File: src/design/efrs_map.vh
/*
 Constants for the enable filter and rail sequencer: timing figures,
 derived cycle counts, mode and response codes.
 Assumes a 100 MHz system clock.
*/
`ifndef EFRS_MAP_VH
`define EFRS_MAP_VH

`define EFRS_CLK_MHZ 100
`define EFRS_FILT_US 20
`define EFRS_DET_US 40
// Cycle counts at EFRS_CLK_MHZ, sized to the 20-bit counters that compare them
// Detection time is a least time: whole cycles, no rounding needed at 100 MHz
`define EFRS_DET_CYC 20'h00FA0
`define EFRS_FILT_CYC 20'h007D0
`define EFRS_BUCK_RISE_US 320
`define EFRS_BOOST_RISE_US 640
`define EFRS_BUCK_RISE_CYC 20'h07D00
`define EFRS_BOOST_RISE_CYC 20'h0FA00
`define EFRS_STG_US 2000
`define EFRS_STG_CYC 20'h30D40
`define EFRS_CNT_W 20

`define EFRS_TRIG_EDGE 1'h0
`define EFRS_TRIG_LEVEL 1'h1
`define EFRS_CFG_TRIG_RST 1'h0

`define EFRS_STG_RESP_CONT 1'h0
`define EFRS_STG_RESP_FAULT 1'h1

`define EFRS_FAULT_LOCK_N 2'h3

`endif

File: src/design/efrs_top.v
/*
 Enable filter and rail sequencer top: deglitched wake input, enable
 events, trigger configuration, simplified device state and rail order.
 Assumes rail valid/undervoltage comparator flags as synchronous inputs
 and a microcontroller that services the event flag through plain ports.
*/
`timescale 1ns/1ps
`default_nettype none
`include "efrs_map.vh"

module efrs_top (
	input wire i_clk,
	input wire i_nrst,
	input wire i_wake_enable_input,
	input wire i_cfg_write,
	input wire i_cfg_enable_trigger_select,
	input wire i_cfg_stg_response,
	input wire i_device_control_request,
	input wire i_event_clear,
	input wire i_fault,
	input wire [3:0] i_rail_valid,
	input wire [3:0] i_rail_above_uv,
	input wire i_ext_rail_enable_in_one,
	input wire i_ext_rail_enable_in_two,
	output reg o_enable_level_status,
	output reg o_enable_event_flag,
	output reg o_enable_trigger_select,
	output reg [1:0] o_device_state,
	output reg o_primary_buck_rail,
	output reg o_secondary_buck_rail,
	output reg o_boost_rail,
	output wire o_ext_rail_enable_out_one,
	output wire o_ext_rail_enable_out_two,
	output wire o_ext_rail_enable_oe_n_one,
	output wire o_ext_rail_enable_oe_n_two,
	output reg o_ext_monitor_one_present,
	output reg o_ext_monitor_two_present,
	output reg [3:0] o_uv_event,
	output reg [3:0] o_ov_monitor_active,
	output reg o_stg_fault,
	output reg o_seq_done
);
	localparam [1:0] ST_DISABLED = 2'h0;
	localparam [1:0] ST_ACTIVE = 2'h1;
	localparam [1:0] ST_FAULT = 2'h2;
	localparam [1:0] ST_LOCKED = 2'h3;

	localparam [2:0] SQ_IDLE = 3'h0;
	localparam [2:0] SQ_PRIMARY_BUCK_RAIL = 3'h1;
	localparam [2:0] SQ_POST = 3'h2;
	localparam [2:0] SQ_VM1 = 3'h3;
	localparam [2:0] SQ_VM2 = 3'h4;
	localparam [2:0] SQ_DONE = 3'h5;
	localparam [2:0] SQ_DETECT = 3'h6;

	localparam [19:0] BUCK_RISE = `EFRS_BUCK_RISE_CYC;
	localparam [19:0] BOOST_RISE = `EFRS_BOOST_RISE_CYC;
	localparam [19:0] STG_CYC = `EFRS_STG_CYC;

	// Stages in which the stage timer runs and a timeout counts
	function in_stage;
		input [2:0] s;
		begin
			in_stage = (s == SQ_PRIMARY_BUCK_RAIL) || (s == SQ_POST) || (s == SQ_VM1) || (s == SQ_VM2);
		end
	endfunction

	// A rail stays on from its own stage to the end of the sequence
	function rail_from;
		input [2:0] s;
		input [2:0] first;
		begin
			rail_from = (s >= first) && (s <= SQ_DONE);
		end
	endfunction

	// A timeout moves the sequence on only when the response is to continue
	function timeout_skip;
		input t;
		input resp;
		begin
			timeout_skip = t && (resp == `EFRS_STG_RESP_CONT);
		end
	endfunction

	wire ena_level;
	wire ena_rise;
	wire ena_fall;
	wire rise_done;
	wire timeout;

	reg [2:0] seq_reg;
	reg [2:0] seq_next;
	reg stage_start;
	reg [1:0] fault_cnt_reg;
	reg [3:0] uv_armed_reg;
	reg ext_drive_reg;
	reg [19:0] rise_sel;
	reg stage_ok;

	efrs_deglitch u_deglitch (
		.i_clk(i_clk),
		.i_nrst(i_nrst),
		.i_raw(i_wake_enable_input),
		.o_level(ena_level),
		.o_rise(ena_rise),
		.o_fall(ena_fall)
	);

	efrs_rise_timer u_timer (
		.i_clk(i_clk),
		.i_nrst(i_nrst),
		.i_start(stage_start),
		.i_run(in_stage(seq_reg)),
		.i_rise_cyc(rise_sel),
		.i_stg_cyc(STG_CYC),
		.o_rise_done(rise_done),
		.o_timeout(timeout)
	);

	// Event flag: set wins over clear
	always @(posedge i_clk or negedge i_nrst) begin
		if (!i_nrst) begin
			o_enable_level_status <= 1'h0;
			o_enable_event_flag <= 1'h0;
		end else begin
			o_enable_level_status <= ena_level;
			if (ena_rise || ena_fall) begin
				o_enable_event_flag <= 1'h1;
			end else if (i_event_clear) begin
				o_enable_event_flag <= 1'h0;
			end
		end
	end

	// Trigger select; a software disable request reverts it to default
	always @(posedge i_clk or negedge i_nrst) begin
		if (!i_nrst) begin
			o_enable_trigger_select <= `EFRS_CFG_TRIG_RST;
		end else if (i_device_control_request) begin
			o_enable_trigger_select <= `EFRS_CFG_TRIG_RST;
		end else if (i_cfg_write) begin
			o_enable_trigger_select <= i_cfg_enable_trigger_select;
		end
	end

	// Device state; falling events never leave ACTIVE on their own
	always @(posedge i_clk or negedge i_nrst) begin
		if (!i_nrst) begin
			o_device_state <= ST_DISABLED;
			fault_cnt_reg <= 2'h0;
		end else begin
			case (o_device_state)
				ST_DISABLED: begin
					// Only a rising event wakes, whatever the mode
					if (ena_rise) begin
						o_device_state <= ST_ACTIVE;
					end
				end
				ST_ACTIVE: begin
					if (i_device_control_request) begin
						o_device_state <= ST_DISABLED;
						fault_cnt_reg <= 2'h0;
					end else if (i_fault || (o_stg_fault && i_cfg_stg_response == `EFRS_STG_RESP_FAULT)) begin
						o_device_state <= ST_FAULT;
						if (fault_cnt_reg != `EFRS_FAULT_LOCK_N) begin
							fault_cnt_reg <= fault_cnt_reg + 2'h1;
						end
					end else if (seq_reg == SQ_DONE) begin
						fault_cnt_reg <= 2'h0;
					end
				end
				ST_FAULT: begin
					if (o_enable_trigger_select == `EFRS_TRIG_LEVEL && ena_level) begin
						o_device_state <= ST_ACTIVE;
					end else if (fault_cnt_reg == `EFRS_FAULT_LOCK_N) begin
						o_device_state <= ST_LOCKED;
					end else if (ena_rise) begin
						o_device_state <= ST_ACTIVE;
					end
				end
				ST_LOCKED: begin
					o_device_state <= ST_LOCKED;
				end
				default: begin
					o_device_state <= ST_DISABLED;
				end
			endcase
		end
	end

	// Use detection: try to drive the external enables high once after reset
	assign o_ext_rail_enable_out_one = ext_drive_reg | (o_ext_monitor_one_present && rail_from(seq_reg, SQ_VM1) &&
		o_device_state == ST_ACTIVE);
	assign o_ext_rail_enable_out_two = ext_drive_reg | (o_ext_monitor_two_present && rail_from(seq_reg, SQ_VM2) &&
		o_device_state == ST_ACTIVE);
	assign o_ext_rail_enable_oe_n_one = 1'h0;
	assign o_ext_rail_enable_oe_n_two = 1'h0;

	always @* begin
		case (seq_reg)
			SQ_POST: rise_sel = BOOST_RISE;
			SQ_PRIMARY_BUCK_RAIL: rise_sel = BUCK_RISE;
			default: rise_sel = 20'h00001;
		endcase
		case (seq_reg)
			SQ_PRIMARY_BUCK_RAIL: stage_ok = i_rail_valid[0];
			SQ_POST: stage_ok = i_rail_valid[1] && i_rail_valid[2];
			SQ_VM1: stage_ok = i_rail_valid[3];
			SQ_VM2: stage_ok = i_rail_valid[3];
			default: stage_ok = 1'h0;
		endcase
	end

	always @* begin
		seq_next = seq_reg;
		case (seq_reg)
			SQ_DETECT: seq_next = SQ_IDLE;
			SQ_IDLE: begin
				if (o_device_state == ST_ACTIVE) begin
					seq_next = SQ_PRIMARY_BUCK_RAIL;
				end
			end
			SQ_PRIMARY_BUCK_RAIL, SQ_POST: begin
				if ((stage_ok && rise_done) || timeout_skip(timeout, i_cfg_stg_response)) begin
					seq_next = seq_reg + 3'h1;
				end
			end
			SQ_VM1: begin
				if (!o_ext_monitor_one_present || stage_ok || timeout_skip(timeout, i_cfg_stg_response)) begin
					seq_next = SQ_VM2;
				end
			end
			SQ_VM2: begin
				if (!o_ext_monitor_two_present || stage_ok || timeout_skip(timeout, i_cfg_stg_response)) begin
					seq_next = SQ_DONE;
				end
			end
			SQ_DONE: seq_next = SQ_DONE;
			default: seq_next = SQ_IDLE;
		endcase
		if (seq_reg != SQ_DETECT && o_device_state != ST_ACTIVE) begin
			seq_next = SQ_IDLE;
		end
		// Restart on the entry edge itself, so a new stage never sees the old count
		stage_start = (seq_next != seq_reg);
	end

	always @(posedge i_clk or negedge i_nrst) begin
		if (!i_nrst) begin
			seq_reg <= SQ_DETECT;
			ext_drive_reg <= 1'h1;
			o_ext_monitor_one_present <= 1'h0;
			o_ext_monitor_two_present <= 1'h0;
			o_primary_buck_rail <= 1'h0;
			o_secondary_buck_rail <= 1'h0;
			o_boost_rail <= 1'h0;
			o_uv_event <= 4'h0;
			uv_armed_reg <= 4'h0;
			o_ov_monitor_active <= 4'h0;
			o_stg_fault <= 1'h0;
			o_seq_done <= 1'h0;
		end else begin
			seq_reg <= seq_next;
			if (seq_reg == SQ_DETECT) begin
				ext_drive_reg <= 1'h0;
				o_ext_monitor_one_present <= i_ext_rail_enable_in_one;
				o_ext_monitor_two_present <= i_ext_rail_enable_in_two;
			end
			o_primary_buck_rail <= rail_from(seq_next, SQ_PRIMARY_BUCK_RAIL);
			o_secondary_buck_rail <= rail_from(seq_next, SQ_POST);
			o_boost_rail <= rail_from(seq_next, SQ_POST);
			// Bit order follows the valid inputs; the detect drive is no real enable
			o_ov_monitor_active <= {(o_ext_rail_enable_out_one | o_ext_rail_enable_out_two) & ~ext_drive_reg,
				o_boost_rail, o_secondary_buck_rail, o_primary_buck_rail};
			uv_armed_reg <= (uv_armed_reg | (i_rail_above_uv & o_ov_monitor_active)) & o_ov_monitor_active;
			o_uv_event <= uv_armed_reg & ~i_rail_above_uv & o_ov_monitor_active;
			if (in_stage(seq_reg) && timeout && !stage_ok) begin
				o_stg_fault <= 1'h1;
			end else if (seq_reg == SQ_IDLE) begin
				o_stg_fault <= 1'h0;
			end
			o_seq_done <= (seq_next == SQ_DONE);
		end
	end
endmodule
`default_nettype wire

File: src/design/efrs_deglitch.v
/*
 Enable input deglitch: two-stage synchroniser followed by a run counter
 that restarts on every raw level change.
 Assumes the comparator output arrives as a plain digital input.
*/
`timescale 1ns/1ps
`default_nettype none
`include "efrs_map.vh"

module efrs_deglitch #(
	parameter [19:0] DET_CYC = `EFRS_DET_CYC
) (
	input wire i_clk,
	input wire i_nrst,
	input wire i_raw,
	output reg o_level,
	output reg o_rise,
	output reg o_fall
);
	reg sync1_reg;
	reg sync2_reg;
	reg last_reg;
	reg [19:0] run_reg;

	always @(posedge i_clk or negedge i_nrst) begin
		if (!i_nrst) begin
			sync1_reg <= 1'h0;
			sync2_reg <= 1'h0;
			last_reg <= 1'h0;
			run_reg <= 20'h00000;
			o_level <= 1'h0;
			o_rise <= 1'h0;
			o_fall <= 1'h0;
		end else begin
			sync1_reg <= i_raw;
			sync2_reg <= sync1_reg;
			last_reg <= sync2_reg;
			o_rise <= 1'h0;
			o_fall <= 1'h0;
			// Restart the run on every level change, so short excursions never qualify
			if (sync2_reg != last_reg) begin
				run_reg <= 20'h00000;
			end else if (sync2_reg != o_level) begin
				if (run_reg >= DET_CYC - 20'h00002) begin
					o_level <= sync2_reg;
					o_rise <= sync2_reg;
					o_fall <= ~sync2_reg;
					run_reg <= 20'h00000;
				end else begin
					run_reg <= run_reg + 20'h00001;
				end
			end else begin
				run_reg <= 20'h00000;
			end
		end
	end
endmodule
`default_nettype wire

File: src/design/efrs_rise_timer.v
/*
 Per-stage timer for the rail sequencer: counts rise time and the
 short-to-ground timeout from the stage start.
 Assumes i_start is high in the cycle that leads into a new stage.
*/
`timescale 1ns/1ps
`default_nettype none
`include "efrs_map.vh"

module efrs_rise_timer (
	input wire i_clk,
	input wire i_nrst,
	input wire i_start,
	input wire i_run,
	input wire [19:0] i_rise_cyc,
	input wire [19:0] i_stg_cyc,
	output wire o_rise_done,
	output wire o_timeout
);
	reg [19:0] cnt_reg;

	always @(posedge i_clk or negedge i_nrst) begin
		if (!i_nrst) begin
			cnt_reg <= 20'h00000;
		end else if (i_start) begin
			cnt_reg <= 20'h00000;
		end else if (i_run && cnt_reg != 20'hFFFFF) begin
			cnt_reg <= cnt_reg + 20'h00001;
		end
	end

	assign o_rise_done = (cnt_reg >= i_rise_cyc);
	assign o_timeout = (cnt_reg >= i_stg_cyc);
endmodule
`default_nettype wire

File: config.mk
export PLATFORM = sky130hd
export DESIGN_NAME = efrs_top
export DESIGN_NICKNAME = d
export VERILOG_FILES = /design/src/design/efrs_top.v /design/src/design/efrs_deglitch.v /design/src/design/efrs_rise_timer.v
export VERILOG_INCLUDE_DIRS = /design/src /design/src/design
export SDC_FILE = /design/constraint.sdc
export NUM_CORES = 1
export LEC_CHECK = 0
export BUFFER_PORTS_ARGS = -buffer_cell sky130_fd_sc_hd__buf_2
export CELL_PAD_IN_SITES_DETAIL_PLACEMENT = 1
export CELL_PAD_IN_SITES_GLOBAL_PLACEMENT = 1
export CORE_ASPECT_RATIO = 1.5
export CORE_UTILIZATION = 51
export DETAILED_ROUTE_END_ITERATION = 16
export GPL_TIMING_DRIVEN = 0
export PLACE_DENSITY = 0.91
export SLEW_MARGIN = 10
export SYNTH_ARGS = -nofsm -noshare
export SYNTH_HDL_FRONTEND = slang
export SYNTH_HIERARCHICAL = 1
export SYNTH_SLANG_ARGS = --single-unit
File: constraint.sdc
create_clock -name i_clk -period 6.9 [get_ports i_clk]
set_input_delay 1.38 -clock i_clk [delete_from_list [all_inputs] [get_ports i_clk]]
set_output_delay 1.38 -clock i_clk [all_outputs]
set_load 0.005 [all_outputs]
Yosys cells after proc, flatten, opt, wreduce, memory -nomap -nowiden --
Cells that the tools add are included.
Word-level totals: bits in registers 75, output and inout port bits 24, word-level logic and storage cells 147
Cells by class: add/sub/neg operators 4, order comparisons 9, equal/unequal tests 20, muxes and demuxes 35, bitwise operators 14, reductions and logical operators 41
Operators with widths (count):
- $mux W20 | 5
- $add A20 B1 Y20 const B | 2
- $pmux W16 S2 | 1
- $ge A20 B12 Y1 const B | 1
- $ge A20 B16 Y1 | 1
- $ge A20 B18 Y1 const B | 1
- $ne A20 B20 Y1 const B | 1
- $mux W2 | 9
- $logic_and A1 B1 Y1 | 17
- $and A4 B4 Y4 | 4
- $mux W3 | 5
- $pmux W3 S5 | 1
- $eq A3 B3 Y1 const B | 4
- $mux W1 | 12
- $logic_or A1 B1 Y1 | 10
- $pmux W2 S4 | 1
- $reduce_bool A2 Y1 | 4
- $eq A2 B2 Y1 const B | 3
- $eq A3 B2 Y1 const B | 2
- $ge A3 B2 Y1 const B | 2
- $le A3 B3 Y1 const B | 2
- $ne A3 B3 Y1 const B | 2
- $reduce_and A3 Y1 | 2
- $not A1 Y1 | 4
- 21 further kinds | 27

Logic depth before layout (Yosys ltp) --
Gate-level depths: netlist (run 1).
depth in word-level cells 10, depth in mapped cells 19

Cells and area by module --
The synthesis (run 1) kept the hierarchy.
By module, submodules not included:
- efrs_rise_timer | instances 1, cells each 268, area an instance 2212.1 µm², sequential area each 500.5 µm²
- efrs_top | instances 1, cells each 161, area an instance 1604.0 µm², sequential area each 704.4 µm²
- efrs_deglitch | instances 1, cells each 89, area an instance 1108.6 µm², sequential area each 650.6 µm²

Worst setup path before layout (run 1) --
No wires, ideal clock.
kind register -> register, from register seq_reg[0], to register u_timer.cnt_reg[11], library setup time 0.110 ns, arrival 3.735 ns, slack 3.055 ns, stages on the path, launching flop included 18, clock period less this slack 3.845 ns, cells stage by stage dfrtp_1 > clkbuf_1 > inv_1 > ha_1 > nor2_1 > nor2_2 > inv_1 > ha_1 > and4_1 > a221oi_1 > o211ai_1 > nor3b_1 > or3_1 > a2bb2oi_1 > nand3b_1 > clkbuf_1 > or2_2 > o41ai_1
Between the ends: word-level cells in the longest chain between the ends 10
RTL lines:
- start, declared | line efrs_top.v:92 | reg [2:0] seq_reg;
- start signal, assigned | line efrs_top.v:264 | seq_reg <= seq_next;
- $eq A3 B1 Y1 or $eq A3 B2 Y1 (tied branches)
- $pmux W16 S2 * | line efrs_top.v:201 | case (seq_reg)
- net rise_sel[11] | line efrs_top.v:98 | reg [19:0] rise_sel;
- $ge A20 B16 Y1 * | line efrs_rise_timer.v:32 | assign o_rise_done = (cnt_reg >= i_rise_cyc);
- net rise_done | line efrs_top.v:89 | wire rise_done;
- $logic_and A1 B1 Y1 * | line efrs_top.v:225 | if ((stage_ok && rise_done) || timeout_skip(timeout, i_cfg_stg_response)) begin
- $logic_or A1 B1 Y1 * | line efrs_top.v:225
- $mux W3 * | line efrs_top.v:225
- $pmux W3 S5 * | line efrs_top.v:217 | case (seq_reg)
- $mux W3 * | line efrs_top.v:242 | if (seq_reg != SQ_DETECT && o_device_state != ST_ACTIVE) begin
- $ne A3 B3 Y1 * | line efrs_top.v:246 | stage_start = (seq_next != seq_reg);
- net stage_start | line efrs_top.v:94 | reg stage_start;
- $mux W20 or $reduce_bool A2 Y1 (tied branches)
- end signal, assigned | line efrs_rise_timer.v:28 | cnt_reg <= cnt_reg + 20'h00001;
- end, declared | line efrs_rise_timer.v:20 | reg [19:0] cnt_reg;
Mark *: on every way through the listed nets, which the timed path passes. The rest lies on a longest branch. A chain may end at the register's enable or synchronous reset.

Worst setup path in the final report (run 1) --
Ends and elaborated chain as after synthesis.

==> results.ini, run 1 <==
[run_status]
status=finished, final reports clean

[route]
finalWirelength_um=15600
first_pass_iters=5
postRouteAntennaNets=0
dr_total_vias=4492
drc_errors=0
wire_per_inst_um=21.5
drt-initial-drc-count=268
vias_per_cell=6.19

[timing]
fin_tns_setup_ns=0
final_max_slew_viol_count=0
rsz0062_at_grt=no
relSlewSlack_pct=45.2
setup_viol=0
hold_violations=0
max_freq_ghz=0.179
post-route-period-util_pct=81.0
worst_pin_slew_ns=0.815
period_needed_ns=5.59
skew_ns=0.00541
whs_ns=0.348
worst_slack_ns=1.31

[finish]
fin_nets=676
postLayoutCellArea_um2=5730
drive_gt1_share_pct=17.0
syn2layout_area_growth_pct=16.4

[min_path]
hold_path.class=flip-flop to flip-flop

[grt]
grtUsageTotal_pct=34.6
grt_max_degree=57
grt_pass1_vias=5001
grt_pass1_wl_um=25500
antenna_found_initial=1
grt_remaining_overflow=0

[floorplan]
rows=43
dieArea_um2=10100
ios=43
die_h_um=122
initial_core_util_pct=52.9
core_um2=9310
die_x_um=82.2

[logic_synthesis]
synth_edf_count=0
synth-seq-area-share_pct=37.7
ys_ff_latch=74
yosys.cell_types.count=78
avgSynthCellArea_um2=9.51
syn_area_um2=4920
synthArstFlopShare_pct=100
ys.flop_type=dfrtp_1
ys_warn_count=6
syn-instance-count=518

[clocking]
cts_hold_buffers=0
path_clk_slew_ns=0.06
cts_buffers=9
cts_resized=0
clock_sinks=74
root_buffer=clkbuf_16
clk_latency_ns=0.34
cts_tree=built
postCtsSetupBuffers=0
clock_path_buffers=2
htreeDepth=3

[place]
dp.final_hpwl_um=10500
dp_slack_ns=1.84
routabilityCongestion=0.864
io_buffers=40
placed_area_um2=5440

[worst_setup_path]
crit_path_end_kind=flip-flop
arrival_ns=5.80
worst-r2r-setup-slack_ns=1.31
critPathKind=flip-flop to flip-flop
required_ns=7.11
cp-start-kind=flip-flop
crit_path_max_fanout=10
max_stage_delay_ns=0.41
cp_cell_sequence=clkbuf_1 > inv_1 > ha_1 > nor2_1 > nor2_2 > inv_1 > ha_1 > nor3b_1 > o21ai_0 > nand4b_1 > o211ai_1 > a21oi_2 > o31a_1 > a2bb2oi_1 > nand3b_1 > clkbuf_1 > or2_2 > o41ai_1
critPathSlowestCell=dfrtp_1

[flow_run]
maxCapViolations=0

[power_and_ir_drop]
p_leak_nw=2.68
peakVddDrop_v=0.000226
design_power_total_mw=1.43
powerDensity_nw_per_um2=250

## final cells by class
cell class	instances	area (um2)
Antenna cell	1	2.50
Buffer	16	97.6
Clock buffer	13	250
Clock inverter	3	40.0
Fill cell	1088	3580
Inverter	51	191
Multi-Input combinational cell	415	2920
Sequential cell	74	1860
Tap cell	112	140
Timing Repair Buffer	41	230
## final timing paths
| kind | from | end | depth (start not counted) |
|---|---|---|---|
| max in group asynchronous | i_nrst | ext_drive_reg | 2 |
| worst max-delay path | seq_reg[0] | u_timer/cnt_reg[11] | 18 |
| min in group asynchronous | i_nrst | o_ov_monitor_active[3] | 1 |
| worst min register to register | u_deglitch/sync1_reg | u_deglitch/sync2_reg | 0 |
| worst max register to register | seq_reg[0] | u_timer/cnt_reg[11] | 18 |
| worst min-delay path | u_deglitch/sync1_reg | u_deglitch/sync2_reg | 0 |
## critical path: cells and delay by family (launching register included)
kind / cells / cell delay, ns
AOI/OAI and AO/OA: 6 / 1.61
buffers and inverters: 4 / 1.07
and+or+nand+nor: 6 / 1.58
adders and majority gates: 2 / 0.76
DFF: 1 / 0.41
## kinds of logic after synthesis
kind of cell,count (synthesis),share of synthesized area (%)
compound gates,123,17.9
xor+xnor,12,2.13
fa+ha+maj,49,12.4
buf+inv,67,5.87
flops,74,37.7
simple gates,176,20.6
mux,14,3.20
other cells,3,0.229
## cell usage after synthesis, drive strengths merged, types with 11 or more instances
master | instances | area share (%)
a21oi | 39 | 4.0
nand3 | 12 | 1.4
o21ai | 21 | 2.1
inv | 51 | 3.9
nand2 | 42 | 3.3
mux2 | 11 | 2.6
nor2 | 46 | 4.3
ha | 49 | 12
dfrtp | 71 | 36
## cells in the final DEF (no fill, tap or decap), types with 3 or more instances in the layout
master	instances
nor4_1	5
and2_1	4
o211ai_1	4
xnor2_1	10
and4_1	10
a21oi_1	38
buf_4	6
nor3_1	6
o31ai_1	7
nor2_2	10
or2_2	3
clkbuf_16	9
nor2_1	34
nand2b_1	4
nand4_1	4
ha_1	49
nor2b_1	10
o21ai_0	21
nor3b_1	3
o41ai_1	3
and3_1	5
a211oi_1	4
and3b_1	3
dfstp_2	3
mux2_2	3
clkbuf_1	9
a31oi_1	3
mux2i_1	3
buf_2	42
inv_1	51
o21a_1	6
dfrtp_1	71
or3_1	4
mux2_1	7
nand3_1	10
o311ai_0	4
nand2_1	41
o21bai_1	4
conb_1	41
or4_1	3
## power by group
| group | leakage, nW | switching [mW] | internal [mW] | total, mW |
|---|---|---|---|---|
| registers | 0.977 | 0.0373 | 0.466 | 0.503 |
| clock network | 0.144 | 0.183 | 0.289 | 0.472 |
| logic | 1.56 | 0.304 | 0.151 | 0.455 |
## metrics by stage
| stage | util [%] | cells |
|---|---|---|
| final | 61.6 | 726 |
| after global placement | 58.1 | 708 |
| after CTS | 61.5 | 725 |
| after floorplan | - | 556 |
| after global routing | 61.6 | 726 |
| after detailed placement | 58.4 | 709 |
## per-layer routing
metal | global-route usage (%) | vias to the layer above | wire length [um]
met1 | 37.2 | 2241 | 5620
met4 | 21.2 | 0 | 884
li1 | - | 2000 | -
met2 | 61.1 | 171 | 8530
met3 | 6.02 | 80 | 602
met5 | 0 | - | 0
Note: power is estimated with default switching activity, not from simulation.
==> run 2, diff against run 1 <==
--- a/config.mk
+++ b/config.mk
@@ -6,14 +6,15 @@
 export SDC_FILE = /design/constraint.sdc
 export NUM_CORES = 1
 export LEC_CHECK = 0
+export ABC_AREA = 1
 export BUFFER_PORTS_ARGS = -buffer_cell sky130_fd_sc_hd__buf_2
 export CELL_PAD_IN_SITES_DETAIL_PLACEMENT = 1
 export CELL_PAD_IN_SITES_GLOBAL_PLACEMENT = 1
 export CORE_ASPECT_RATIO = 1.5
-export CORE_UTILIZATION = 51
+export CORE_UTILIZATION = 45
 export DETAILED_ROUTE_END_ITERATION = 16
 export GPL_TIMING_DRIVEN = 0
-export PLACE_DENSITY = 0.91
+export PLACE_DENSITY = 0.85
 export SLEW_MARGIN = 10
 export SYNTH_ARGS = -nofsm -noshare
 export SYNTH_HDL_FRONTEND = slang
==> constraint.sdc (replaced) <==
create_clock -name i_clk -period 5.3 [get_ports i_clk]
set_input_delay 1.06 -clock i_clk [delete_from_list [all_inputs] [get_ports i_clk]]
set_output_delay 1.06 -clock i_clk [all_outputs]
set_load 0.005 [all_outputs]
==> run 2 against run 1 <==
Net effect:
- worst setup slack worse by 0.79 ns
- critical path depth is 9 higher
- largest power group unchanged
- synthesized cell count grew 29%
- flip-flop and latch count unchanged
- combinational power fell by 9.5%
- wire length fell by 7.8%
- clock skew increased by 0.0055 ns
- fmax is 17% higher
- global-route usage down 7.7 points
- first-iteration DRC count fell by 55%
==> results.ini, run 2 <==
[run_status]
status=finished, final reports clean

[timing]
worst_slack_ns=0.519  ; -0.789 ns
relSlewSlack_pct=66.6  ; +21 points
rsz0062_at_grt=no
period_needed_ns=4.78  ; -0.811 ns
post-route-period-util_pct=90.2  ; +9.2 points
setup_viol=0  ; unchanged
max_freq_ghz=0.209  ; +17%
hold_violations=0  ; unchanged
skew_ns=0.0109  ; +0.00551 ns
whs_ns=0.394  ; +0.0452 ns
final_max_slew_viol_count=0  ; unchanged
fin_tns_setup_ns=0  ; unchanged
worst_pin_slew_ns=0.494  ; -0.321 ns

[min_path]
hold_path.class=flip-flop to flip-flop

[clocking]
htreeDepth=3  ; unchanged
cts_hold_buffers=0  ; unchanged
postCtsSetupBuffers=0  ; unchanged
cts_tree=built
clk_latency_ns=0.35  ; about the same
clock_path_buffers=2  ; unchanged
clock_sinks=74  ; unchanged
cts_buffers=9  ; unchanged
cts_resized=0  ; unchanged
root_buffer=clkbuf_16
path_clk_slew_ns=0.07  ; about the same

[logic_synthesis]
avgSynthCellArea_um2=7.61  ; -20%
yosysMostFrequentCell=nand2_1
syn_area_um2=5070  ; +3.0%
ys.flop_type=dfrtp_1
synth-seq-area-share_pct=36.6  ; -1.1 points
synthArstFlopShare_pct=100  ; unchanged
syn-instance-count=667  ; +29%
synth_top_cells_by_area=dfrtp_1 (35%), ha_1 (12%), nand2_1 (10%)
ys_top_cells_by_count=nand2_1 (136), inv_1 (101), nor2_1 (78)
synth_top_area_share_pct=35.0  ; -1.1 points
synth_largest_area_cell=dfrtp_1
ys_ff_latch=74  ; unchanged
yosys.cell_types.count=39  ; -50%
synth_edf_count=0  ; unchanged
ys_warn_count=6  ; unchanged

[power_and_ir_drop]
powerDensity_nw_per_um2=290  ; +16%
power.net_switching_uw=598  ; +14%
p_int_mw=1.13  ; +24%
power.share.switching_pct=34.7  ; -2.0 points
p_comb_share_pct=23.9  ; -7.9 points
seqPwrFrac_pct=38.6  ; +3.4 points
p_leak_nw=3.12  ; +17%
design_power_total_mw=1.72  ; +21%
pwr-share-clk_pct=37.5  ; +4.5 points
peakVddDrop_v=0.000207  ; -8.4%

[route]
drc_errors=0  ; unchanged
first_pass_iters=4  ; -1
vias_per_cell=5.16  ; -17%
wire_per_inst_um=15.9  ; -26%
dr_total_vias=4688  ; +4.4%
finalWirelength_um=14400  ; -7.8%
drt-initial-drc-count=120  ; -55%
postRouteAntennaNets=0  ; unchanged

[place]
io_buffers=40  ; unchanged
dp_slack_ns=0.625  ; -1.21 ns
dp.final_hpwl_um=10800  ; +2.5%
placed_area_um2=5630  ; +3.6%
routabilityCongestion=0.879  ; +1.7%
dp.cells=893  ; +26%

[worst_setup_path]
crit_path_end_kind=flip-flop
cp-start-kind=flip-flop
required_ns=5.57  ; -1.54 ns
worst-r2r-setup-slack_ns=0.52  ; -0.79 ns
arrival_ns=5.05  ; -0.75 ns
crit_path_max_fanout=10  ; unchanged
critPathKind=flip-flop to flip-flop

[floorplan]
die_h_um=132  ; +7.9%
core_um2=11000  ; +18%
ios=43  ; unchanged
dieArea_um2=11700  ; +16%
rows=47  ; +9.3%
initial_core_util_pct=46.1  ; -6.8 points
die_x_um=88.7  ; +7.9%

[flow_run]
maxCapViolations=0  ; unchanged

[grt]
grtUsageTotal_pct=26.8  ; -7.7 points
antenna_found_initial=0  ; -1
grt_pass1_wl_um=24100  ; -5.6%
grt_max_degree=63  ; +11%
grt_pass1_vias=5242  ; +4.8%
grt_remaining_overflow=0  ; unchanged

[finish]
num_antenna_cells=0  ; -1
multi_input_area_um2=2860  ; -2.3%
fin_cells=909  ; +25%
final_cell_mix=nand2_1 (136), inv_1 (101), nor2_1 (78)
syn2layout_area_growth_pct=17.1
final_util_pct=54.0  ; -7.5 points
nFillCells=1419  ; +30%
postLayoutCellArea_um2=5940  ; +3.7%
final_common_cell=nand2_1
drive_gt1_share_pct=15.7  ; -1.2 points
fin_nets=825  ; +22%
register_area_um2=1860  ; unchanged

run 2: cell types whose count changed after synthesis, sizes merged, moves of 7 or more:
cell	before	now
a21oi	39	30
and4	10	0
inv	51	106
mux2	11	0
nand2	42	150
nand3	12	56
nand4	6	14
nor2	46	99
nor2b	10	0
o21ai	21	31
o31ai	7	0
xor2	2	13
run 2: cell type report:
class | count | share of cell area, %
well taps | 147 | 3.10
inverters | 107 | 6.89
multi-input cells | 511 | 48.1
repair buffers | 41 | 3.87
plain buffers | 13 | 1.62
clock inverters | 7 | 1.43
clock buffers | 9 | 3.79
flip-flops and latches | 74 | 31.2
run 2: worst paths after layout:
| check | start | end | depth (start not counted) |
|---|---|---|---|
| setup / recovery | seq_reg[0] | u_timer/cnt_reg[5] | 27 |
| hold / removal | o_primary_buck_rail | o_ov_monitor_active[0] | 0 |
| setup reg to reg | seq_reg[0] | u_timer/cnt_reg[5] | 27 |
| hold reg to reg | o_primary_buck_rail | o_ov_monitor_active[0] | 0 |
| max in group asynchronous | i_nrst | ext_drive_reg | 2 |
| min in group asynchronous | i_nrst | seq_reg[0] | 1 |
run 2: logic make-up (layout without fill, tap and decap cells):
| logic type | count (synthesis) | in the layout | synth area share [%] |
|---|---|---|---|
| flops | 74 | 74 | 36.6 |
| compound gates | 71 | 71 | 8.09 |
| xor+xnor | 17 | 17 | 2.93 |
| buf+inv | 120 | 177 | 9.96 |
| simple gates | 333 | 333 | 30.2 |
| fa+ha+maj | 49 | 49 | 12.1 |
| other cells | 3 | 41 | 0.222 |
run 2: critical path, stage by stage (launching register included):
cell	delay, ns
dfrtp_1	0.49
inv_1	0.22
ha_1	0.29
inv_1	0.11
nor2_4	0.06
nor2_2	0.26
inv_1	0.17
inv_1	0.09
ha_1	0.24
nand2_1	0.07
inv_1	0.03
o21ai_0	0.16
nand2_1	0.08
a21oi_1	0.15
nand4_1	0.12
nand2_1	0.14
nand2_2	0.08
nand2_1	0.07
nand3_1	0.15
nand2_1	0.18
nand2_1	0.09
nand2_1	0.08
nand4_1	0.08
clkbuf_1	0.25
inv_1	0.33
clkbuf_1	0.43
o21ai_0	0.17
nor2_1	0.13
run 2: power groups by stage:
| stage | Sequential [mW] | Clock [mW] | Combinational, mW |
|---|---|---|---|
| after floorplan | 0.659 | 0 | 0.274 |
| after global placement | 0.671 | 0 | 0.372 |
| after detailed placement | 0.676 | 0 | 0.403 |
| after CTS | 0.667 | 0.658 | 0.413 |
| after global routing | 0.672 | 0.680 | 0.468 |
| final | 0.665 | 0.647 | 0.412 |
run 2: layer usage:
metal  wire (um)  vias to the layer above  share of wire, %  GRT usage, %
met3         424                       46               2.9          4.76
li1            -                     2260                 -             -
met4         625                        0               4.3          13.9
met1        5230                     2284                36          25.9
met2        8150                       98                56          51.6
met5           0                        -                 0             0
